--- src/gpp_consts.svh ---
/*
  Constants for the single GPIO pin cell: register offsets, field
  positions and widths, reset values and synchroniser depth.
  Assumes inclusion by bare name from the cell's source files.
*/
`ifndef GPP_CONSTS_SVH
`define GPP_CONSTS_SVH

// Register offsets, byte addresses on the plain register port
`define GPP_ADDR_W 8
`define GPP_OFS_CTRL 8'h00
`define GPP_OFS_OUT 8'h04
`define GPP_OFS_IN 8'h08
`define GPP_OFS_TOGGLE 8'h0C
`define GPP_OFS_IRQCFG 8'h10
`define GPP_OFS_IRQSTAT 8'h14

// Control register fields
`define GPP_MODE_LSB 0
`define GPP_MODE_W 3
`define GPP_PULL_LSB 4
`define GPP_PULL_W 2
`define GPP_DRIVE_LSB 8
`define GPP_DRIVE_W 2

// Interrupt configuration fields
`define GPP_TRIG_LSB 0
`define GPP_TRIG_W 4
`define GPP_PRIO_LSB 4
`define GPP_WAKE_LSB 8
`define GPP_WAKE_W 3

// Interrupt status bits
`define GPP_STAT_PEND_BIT 0
`define GPP_STAT_HIT_BIT 1

// Level bits of the buffer and pad registers
`define GPP_OUT_BIT 0
`define GPP_IN_BIT 0

// Trigger enable bit positions
`define GPP_TRIG_FALL 0
`define GPP_TRIG_RISE 1
`define GPP_TRIG_LOW 2
`define GPP_TRIG_HIGH 3

// Wake enable bit positions
`define GPP_WAKE_IDLE 0
`define GPP_WAKE_SLEEP 1
`define GPP_WAKE_DEEP 2

// Reset values and synchroniser depth
`define GPP_RST_TRIG 4'h0
`define GPP_RST_WAKE 3'h0
`define GPP_RST_PRIO 1
`define GPP_SYNC_STAGES 2

`endif

--- src/gpp_pkg.sv ---
/*
  Types shared by the GPIO pin cell: pin mode, pull and drive codes.
  Assumes nothing beyond a SystemVerilog compiler.
*/
package gpp_pkg;
  // Pin mode
  typedef enum logic [2:0] {
    GPP_MODE_IN, GPP_MODE_PP, GPP_MODE_OD, GPP_MODE_ALT, GPP_MODE_ALT_OD
  } gpp_mode_t;
  // Pull resistor selection
  typedef enum logic [1:0] {GPP_PULL_NONE, GPP_PULL_UP, GPP_PULL_DOWN} gpp_pull_t;
  // Drive strength, low to high
  typedef enum logic [1:0] {
    GPP_DRIVE_LOW, GPP_DRIVE_MIDDLE, GPP_DRIVE_HIGH
  } gpp_drive_t;
endpackage

--- src/gpp_trig_if.sv ---
/*
  Carrier between the pin cell and its trigger detector.
  Assumes both ends run on the same clock.
*/
`timescale 1ns/1ps
`default_nettype none
interface gpp_trig_if;
  logic src;
  logic [3:0] trig_en;
  logic clear;
  logic pending;
  logic hit;
  // Cell side
  modport ctl (output src, output trig_en, output clear, input pending, input hit);
  // Detector side
  modport det (input src, input trig_en, input clear, output pending, output hit);
endinterface
`default_nettype wire

--- src/gpp_top.sv ---
/*
  Single GPIO pin cell: mode, output buffer, pull, drive, alternate
  function hand-off and interrupt trigger, behind a plain register port.
  Assumes one clock, a synchronous active-low reset, and a pad whose
  level is worked out outside from pad_out and pad_oe.
*/
`timescale 1ns/1ps
`default_nettype none
`include "gpp_consts.svh"
module gpp_top #(
  parameter int DATA_W = 32,
  parameter int PRIO_W = 3
) (
  // Clock, reset, enable
  input wire logic clock,
  input wire logic reset_n,
  input wire logic ce,
  // Register port
  input wire logic [`GPP_ADDR_W-1:0] addr,
  input wire logic [DATA_W-1:0] wdata,
  input wire logic wr_en,
  input wire logic rd_en,
  output logic [DATA_W-1:0] rdata,
  // Pad
  input wire logic pad_in,
  output logic pad_out,
  output logic pad_oe,
  output logic pull_up_en,
  output logic pull_down_en,
  output gpp_pkg::gpp_drive_t drive_code,
  // Alternate function peripheral
  input wire logic alt_data,
  input wire logic alt_drive_en,
  output logic alt_attached,
  // Interrupt request to the system
  output logic irq_req,
  output logic [PRIO_W-1:0] irq_prio,
  output logic wake_idle_en,
  output logic wake_sleep_en,
  output logic wake_from_deep_doze
);
  import gpp_pkg::*;

  // Parameter checks
  if (DATA_W < `GPP_WAKE_LSB + `GPP_WAKE_W || DATA_W < `GPP_PRIO_LSB + PRIO_W) begin : g_bad_w
    $error("gpp_top data width too narrow for its fields");
  end
  if (PRIO_W < 1 || PRIO_W > 4) begin : g_bad_p
    $error("gpp_top priority width must be 1 to 4");
  end

  gpp_mode_t mode_r;
  gpp_pull_t pull_r;
  gpp_drive_t drive_r;
  logic out_buf_r;
  logic [`GPP_TRIG_W-1:0] trig_r;
  logic [PRIO_W-1:0] prio_r;
  logic [`GPP_WAKE_W-1:0] wake_r;
  logic [DATA_W-1:0] rdata_r;
  logic [DATA_W-1:0] rd_word;
  logic pad_sync;
  logic wr_ctrl, wr_out, wr_tog, wr_cfg, wr_stat;

  gpp_trig_if tif ();

  // Address match shared by write and read decoding
  function automatic logic reg_hit(input logic [`GPP_ADDR_W-1:0] a,
                                   input logic [`GPP_ADDR_W-1:0] ofs);
    reg_hit = (a == ofs);
  endfunction

  // Field legality check for the enum-backed mode field
  function automatic logic mode_ok(input logic [`GPP_MODE_W-1:0] v);
    mode_ok = (v <= GPP_MODE_ALT_OD);
  endfunction

  // Pad input synchroniser
  gpp_sync #(.STAGES(`GPP_SYNC_STAGES)) u_sync (
    .clock(clock),
    .reset_n(reset_n),
    .ce(ce),
    .din(pad_in),
    .dout(pad_sync)
  );

  // Trigger detector
  gpp_trig u_trig (
    .clock(clock),
    .reset_n(reset_n),
    .ce(ce),
    .t(tif.det)
  );

  // Write strobes per register
  assign wr_ctrl = wr_en && reg_hit(addr, `GPP_OFS_CTRL);
  assign wr_out = wr_en && reg_hit(addr, `GPP_OFS_OUT);
  assign wr_tog = wr_en && reg_hit(addr, `GPP_OFS_TOGGLE);
  assign wr_cfg = wr_en && reg_hit(addr, `GPP_OFS_IRQCFG);
  assign wr_stat = wr_en && reg_hit(addr, `GPP_OFS_IRQSTAT);

  // Mode, pull and drive; illegal codes leave the field as it was
  always_ff @(posedge clock) begin
    if (!reset_n) begin
      mode_r <= GPP_MODE_IN;
      pull_r <= GPP_PULL_NONE;
      drive_r <= GPP_DRIVE_LOW;
    end else if (ce && wr_ctrl) begin
      if (mode_ok(wdata[`GPP_MODE_LSB +: `GPP_MODE_W])) begin
        mode_r <= gpp_mode_t'(wdata[`GPP_MODE_LSB +: `GPP_MODE_W]);
      end
      if (wdata[`GPP_PULL_LSB +: `GPP_PULL_W] <= GPP_PULL_DOWN) begin
        pull_r <= gpp_pull_t'(wdata[`GPP_PULL_LSB +: `GPP_PULL_W]);
      end
      if (wdata[`GPP_DRIVE_LSB +: `GPP_DRIVE_W] <= GPP_DRIVE_HIGH) begin
        drive_r <= gpp_drive_t'(wdata[`GPP_DRIVE_LSB +: `GPP_DRIVE_W]);
      end
    end
  end

  // Output buffer, written in every mode; toggle inverts it
  always_ff @(posedge clock) begin
    if (!reset_n) begin
      out_buf_r <= 1'b0;
    end else if (ce) begin
      if (wr_out) begin
        out_buf_r <= |wdata;
      end else if (wr_tog) begin
        out_buf_r <= !out_buf_r;
      end
    end
  end

  // Interrupt configuration
  always_ff @(posedge clock) begin
    if (!reset_n) begin
      trig_r <= `GPP_RST_TRIG;
      prio_r <= PRIO_W'(`GPP_RST_PRIO);
      wake_r <= `GPP_RST_WAKE;
    end else if (ce && wr_cfg) begin
      trig_r <= wdata[`GPP_TRIG_LSB +: `GPP_TRIG_W];
      prio_r <= wdata[`GPP_PRIO_LSB +: PRIO_W];
      wake_r <= wdata[`GPP_WAKE_LSB +: `GPP_WAKE_W];
    end
  end

  // Pad drive from mode and buffer; alternate modes hand over to the peripheral
  always_comb begin
    pad_out = 1'b0;
    pad_oe = 1'b0;
    alt_attached = 1'b0;
    case (mode_r)
      GPP_MODE_IN: begin
        pad_oe = 1'b0;
      end
      GPP_MODE_PP: begin
        pad_out = out_buf_r;
        pad_oe = 1'b1;
      end
      GPP_MODE_OD: begin
        pad_oe = !out_buf_r;
      end
      GPP_MODE_ALT: begin
        alt_attached = 1'b1;
        pad_out = alt_data;
        pad_oe = alt_drive_en;
      end
      GPP_MODE_ALT_OD: begin
        alt_attached = 1'b1;
        pad_oe = alt_drive_en && !alt_data;
      end
      default: begin
        pad_oe = 1'b0;
      end
    endcase
  end

  // Trigger source by mode
  always_comb begin
    case (mode_r)
      GPP_MODE_IN: tif.src = pad_sync;
      GPP_MODE_PP: tif.src = out_buf_r;
      GPP_MODE_OD: tif.src = out_buf_r ? pad_sync : out_buf_r;
      default: tif.src = pad_sync;
    endcase
  end

  assign tif.trig_en = trig_r;
  assign tif.clear = wr_stat && wdata[`GPP_STAT_PEND_BIT];

  // Pad-side static controls
  assign pull_up_en = (pull_r == GPP_PULL_UP);
  assign pull_down_en = (pull_r == GPP_PULL_DOWN);
  assign drive_code = drive_r;

  // Interrupt outputs
  assign irq_req = tif.hit;
  assign irq_prio = prio_r;
  assign wake_idle_en = wake_r[`GPP_WAKE_IDLE];
  assign wake_sleep_en = wake_r[`GPP_WAKE_SLEEP];
  assign wake_from_deep_doze = wake_r[`GPP_WAKE_DEEP];

  // Read word selection; level read always shows the synchronised pad
  always_comb begin
    rd_word = '0;
    if (reg_hit(addr, `GPP_OFS_CTRL)) begin
      rd_word[`GPP_MODE_LSB +: `GPP_MODE_W] = mode_r;
      rd_word[`GPP_PULL_LSB +: `GPP_PULL_W] = pull_r;
      rd_word[`GPP_DRIVE_LSB +: `GPP_DRIVE_W] = drive_r;
    end else if (reg_hit(addr, `GPP_OFS_OUT)) begin
      rd_word[`GPP_OUT_BIT] = out_buf_r;
    end else if (reg_hit(addr, `GPP_OFS_IN)) begin
      rd_word[`GPP_IN_BIT] = pad_sync;
    end else if (reg_hit(addr, `GPP_OFS_IRQCFG)) begin
      rd_word[`GPP_TRIG_LSB +: `GPP_TRIG_W] = trig_r;
      rd_word[`GPP_PRIO_LSB +: PRIO_W] = prio_r;
      rd_word[`GPP_WAKE_LSB +: `GPP_WAKE_W] = wake_r;
    end else if (reg_hit(addr, `GPP_OFS_IRQSTAT)) begin
      rd_word[`GPP_STAT_PEND_BIT] = tif.pending;
      rd_word[`GPP_STAT_HIT_BIT] = tif.hit;
    end
  end

  // Read data register, valid only in the cycle after the strobe
  always_ff @(posedge clock) begin
    if (!reset_n) begin
      rdata_r <= '0;
    end else if (ce) begin
      rdata_r <= rd_en ? rd_word : '0;
    end
  end

  assign rdata = rdata_r;
endmodule
`default_nettype wire

--- src/gpp_sync.sv ---
/*
  Multi-stage synchroniser for the pad input.
  Assumes a single clock; the first stage feeds only the next stage.
*/
`timescale 1ns/1ps
`default_nettype none
`include "gpp_consts.svh"
module gpp_sync #(
  parameter int STAGES = `GPP_SYNC_STAGES
) (
  // Clock and control
  input wire logic clock,
  input wire logic reset_n,
  input wire logic ce,
  // Data
  input wire logic din,
  output logic dout
);
  logic [STAGES-1:0] stage_r;

  // Depth check
  if (STAGES < 2) begin : g_bad
    $error("gpp_sync needs at least two stages");
  end

  // Stage chain, each flop fed only by its predecessor
  for (genvar i = 0; i < STAGES; i++) begin : g_stage
    always_ff @(posedge clock) begin
      if (!reset_n) begin
        stage_r[i] <= 1'b0;
      end else if (ce) begin
        stage_r[i] <= (i == 0) ? din : stage_r[(i == 0) ? 0 : i - 1];
      end
    end
  end

  assign dout = stage_r[STAGES-1];
endmodule
`default_nettype wire

--- src/gpp_trig.sv ---
/*
  Interrupt trigger detector: edge and level conditions on one source.
  Assumes a synchronous source and a clear pulse from the cell.
*/
`timescale 1ns/1ps
`default_nettype none
`include "gpp_consts.svh"
module gpp_trig (
  // Clock and control
  input wire logic clock,
  input wire logic reset_n,
  input wire logic ce,
  // Trigger carrier
  gpp_trig_if.det t
);
  logic prev_r;
  logic pend_r;
  logic edge_ev;

  // Source history for edge detection
  always_ff @(posedge clock) begin
    if (!reset_n) begin
      prev_r <= 1'b0;
    end else if (ce) begin
      prev_r <= t.src;
    end
  end

  // Enabled edges
  assign edge_ev = (t.trig_en[`GPP_TRIG_RISE] && t.src && !prev_r) ||
                   (t.trig_en[`GPP_TRIG_FALL] && !t.src && prev_r);

  // Sticky edge flag, a new edge beats the clear
  always_ff @(posedge clock) begin
    if (!reset_n) begin
      pend_r <= 1'b0;
    end else if (ce) begin
      if (edge_ev) begin
        pend_r <= 1'b1;
      end else if (t.clear) begin
        pend_r <= 1'b0;
      end
    end
  end

  assign t.pending = pend_r;
  // Any enabled condition raises the request
  assign t.hit = pend_r || (t.trig_en[`GPP_TRIG_LOW] && !t.src) ||
                 (t.trig_en[`GPP_TRIG_HIGH] && t.src);
endmodule
`default_nettype wire

--- config.mk ---
export PLATFORM = sky130hd
export DESIGN_NAME = gpp_top
export DESIGN_NICKNAME = d
export VERILOG_FILES = /design/src/gpp_pkg.sv /design/src/gpp_trig_if.sv /design/src/gpp_top.sv /design/src/gpp_sync.sv /design/src/gpp_trig.sv
export VERILOG_INCLUDE_DIRS = /design/src
export SDC_FILE = /design/constraint.sdc
export NUM_CORES = 1
export LEC_CHECK = 0
export BUFFER_PORTS_ARGS = -buffer_cell sky130_fd_sc_hd__buf_2
export CORE_UTILIZATION = 48
export CTS_CLUSTER_DIAMETER = 80
export CTS_CLUSTER_SIZE = 24
export DETAILED_ROUTE_END_ITERATION = 8
export PLACE_DENSITY_LB_ADDON = 0.12
export SYNTH_ARGS = -nofsm -noshare
export SYNTH_HDL_FRONTEND = slang
export SYNTH_HIERARCHICAL = 1
export SYNTH_SLANG_ARGS = --single-unit
--- constraint.sdc ---
create_clock -name clock -period 3.3 [get_ports clock]
set_input_delay 0.66 -clock clock [delete_from_list [all_inputs] [get_ports clock]]
set_output_delay 0.66 -clock clock [all_outputs]
set_load 0.01 [all_outputs]
==> impl_metrics.toml <==
[status]
status = "finished, final reports clean"

[floorplan]
start_util = 0.516
die_w_um = 62.8
dieArea_um2 = 3950
rows = 21
core-area_um2 = 3440
die_h_um = 62.8
io-pin-count = 94

[sta]
post-route-period-util = 0.769
rsz0062_at_grt = "no"
setup_tns_ns = 0
period_minus_slack_ns = 2.54
slew_headroom = 0.612
setup_violations = 0
slew_viol_final = 0
hold_violations = 0
worstMarginPinSlew_ns = 0.582
hold_slack_ns = 0.474
max_freq_mhz = 394
final.setup_skew_ns = 0.00541

[yosys]
synth_fa_ha_area_frac = 0
synth_warnings = 6
synthFlopType = "dfxtp_1"
synth_top_cell_area_share = 0.361
synth_compound_area_frac = 0.173
yosys.area_share.simple = 0.246
yosys.area.top_type = "dfxtp_1"
synth_xor_area_frac = 0
synth_area_per_cell_um2 = 8.93
synthMuxAreaShare = 0.0845
yosys.cell_types.count = 47
synth_area_um2 = 1780
synth.top_cells.by_area = "dfxtp_1 (36%), buf_4 (9.3%), mux2i_1 (8.5%)"
yosysSeqAreaShare = 0.361
ys_async_sr_fraction = 0
ys_ff_latch = 32
synth_edf_count = 0
synth_top_family_by_area = "simple AND/OR/NAND/NOR gates"
netlist_instances = 199

[flow_run]
cap_viol_max_count = 0

[setup_path]
critPathLaunchType = "flip-flop"
timing.rr.start = "mode_r[1]"
crit_type = "reg2out"
cp_num_buf_inv = 1
cp_max_fo = 8
required_ns = 2.64
critical-path-top-delay-family = "simple AND/OR/NAND/NOR gates"
cpPeakStageDelay_ns = 0.49
r2r_cells = 9
r2r_end = "rdata[1]"
cp-end-kind = "output port"
critPathSlowestCell = "dfxtp_1"
path_cells = "nand2_1, nor4b_1, nor2_1, nor2b_1, a211o_2, buf_2"
worstPathArrival_ns = 1.88
r2r_slack_ns = 1.32

[grt]
antenna_found_initial = 0
met2_usage = 0.376
busiest_layer = "met2"
grt_max_degree = 17
grt_use_met3 = 0.0693
grt_pass1_wl_um = 6920
met1_usage = 0.288
grt_pass1_vias = 1457
track_usage = 0.230
globalRouteOverflowTotal = 0

[final_layout]
drive_above_1_share = 0.339
final_nets = 319
final_common_cell = "buf_2"
diodes = 0
final_cell_mix = "buf_2 (71), dfxtp_1 (32), conb_1 (22), nor2_1 (21), mux2i_1 (15)"
area_delta_synth_final_pct = 21.8

[clock_tree]
clk_pin_slew_ns = 0.06
cts_setup_buffers = 0
cts-hold-fix-buffers = 0
cts_tree = "built"
cts.sinks = 32
cts-root-buf = "clkbuf_8"
clk_latency_ns = 0.29
ctsLongestPathBuffers = 2
cts_max_level = 2
cts_resized = 0
numCtsBuffers = 5

[route]
num_vias = 1672
viasPerCell = 5.27
routedWlPerCell_um = 13.5
dr.pass1.iters = 4
first_iter_violations = 132
routed_wirelength_um = 4290
drc_errors = 0
drtAntennaViolNets = 0

[pwr]
power.leakage_nw = 1.09
ir_drop_mv = 0.274
power_density_nw_per_um2 = 348

[worst_hold_path]
hold_path.class = "reg2reg"
whs_path_depth = 1
hold_end = "rdata[0]"
hold_start = "rdata[0]"

[placement]
gp_congestion = 0.819
hpwl_um = 3260
numPortBuffers = 71
kinds of logic after synthesis:
logic type | Yosys count
AO/OA/AOI/OAI | 38
buffers and inverters | 39
flip-flops | 32
multiplexers | 15
other | 1
AND/OR/NAND/NOR | 74
power by group:
| part | leakage (nW) | switching [mW] | internal (mW) |
|---|---|---|---|
| Sequential | 0.258 | 0.00116 | 0.388 |
| Clock | 0.0410 | 0.140 | 0.143 |
| Combinational | 0.792 | 0.0482 | 0.0318 |
how the worst max path moves through the flow:
| stage | from | to | slack (ns) | cells after the start |
|---|---|---|---|---|
| floorplan | addr[7] | mode_r[1] | 1.13 | 5 |
| global placement | ce | mode_r[0] | 0.91 | 5 |
| detailed placement | addr[7] | mode_r[0] | 0.87 | 5 |
| CTS | mode_r[1] | irq_req | 0.75 | 6 |
| global route | mode_r[2] | irq_req | 0.63 | 7 |
| finish | mode_r[1] | irq_req | 0.76 | 6 |
through the flow:
step | cell area, µm² | worst slack [ns] | std cells | util | power, mW
floorplan | 1860 | 1.13 | 220 | - | 0.453
global placement | 2090 | 0.910 | 310 | 0.606 | 0.476
detailed placement | 2090 | 0.875 | 310 | 0.606 | 0.477
CTS | 2160 | 0.746 | 317 | 0.628 | 0.759
global route | 2160 | 0.633 | 317 | 0.628 | 0.791
finish | 2160 | 0.762 | 317 | 0.628 | 0.752
per-layer routing:
layer	wire (µm)	vias to the layer above
met5	0	-
met4	45	0
met3	275	7
met2	1980	69
met1	1990	766
li1	-	830
synth_stat cells (4+ instances only):
cell type,count
nor4_1,10
mux2i_1,15
dfxtp_1,32
a222oi_1,5
inv_1,8
nor2b_1,12
nor2_1,21
clkbuf_1,5
nand2_1,4
a21oi_1,6
buf_4,22
registers in the layout, indices dropped and copies added (netlist names):
name              flops
u_trig/prev_r         1
tif.trig_en           4
pull_r                2
mode_r                3
out_buf_r             1
u_sync/dout           1
drive_code            2
wake_r                3
rdata                10
u_sync/stage_r        1
u_trig/t.pending      1
irq_prio              3
final cells by class:
cell class                 instances  area [µm²]
inverter                           9        33.8
clock buffer                       6        72.6
timing repair buffer              74         378
multi-input combinational        149         976
fill                             342        1280
tap                               46        57.6
clock inverter                     1        5.00
sequential                        32         641
No activity file was read; power rests on OpenSTA's default activity.
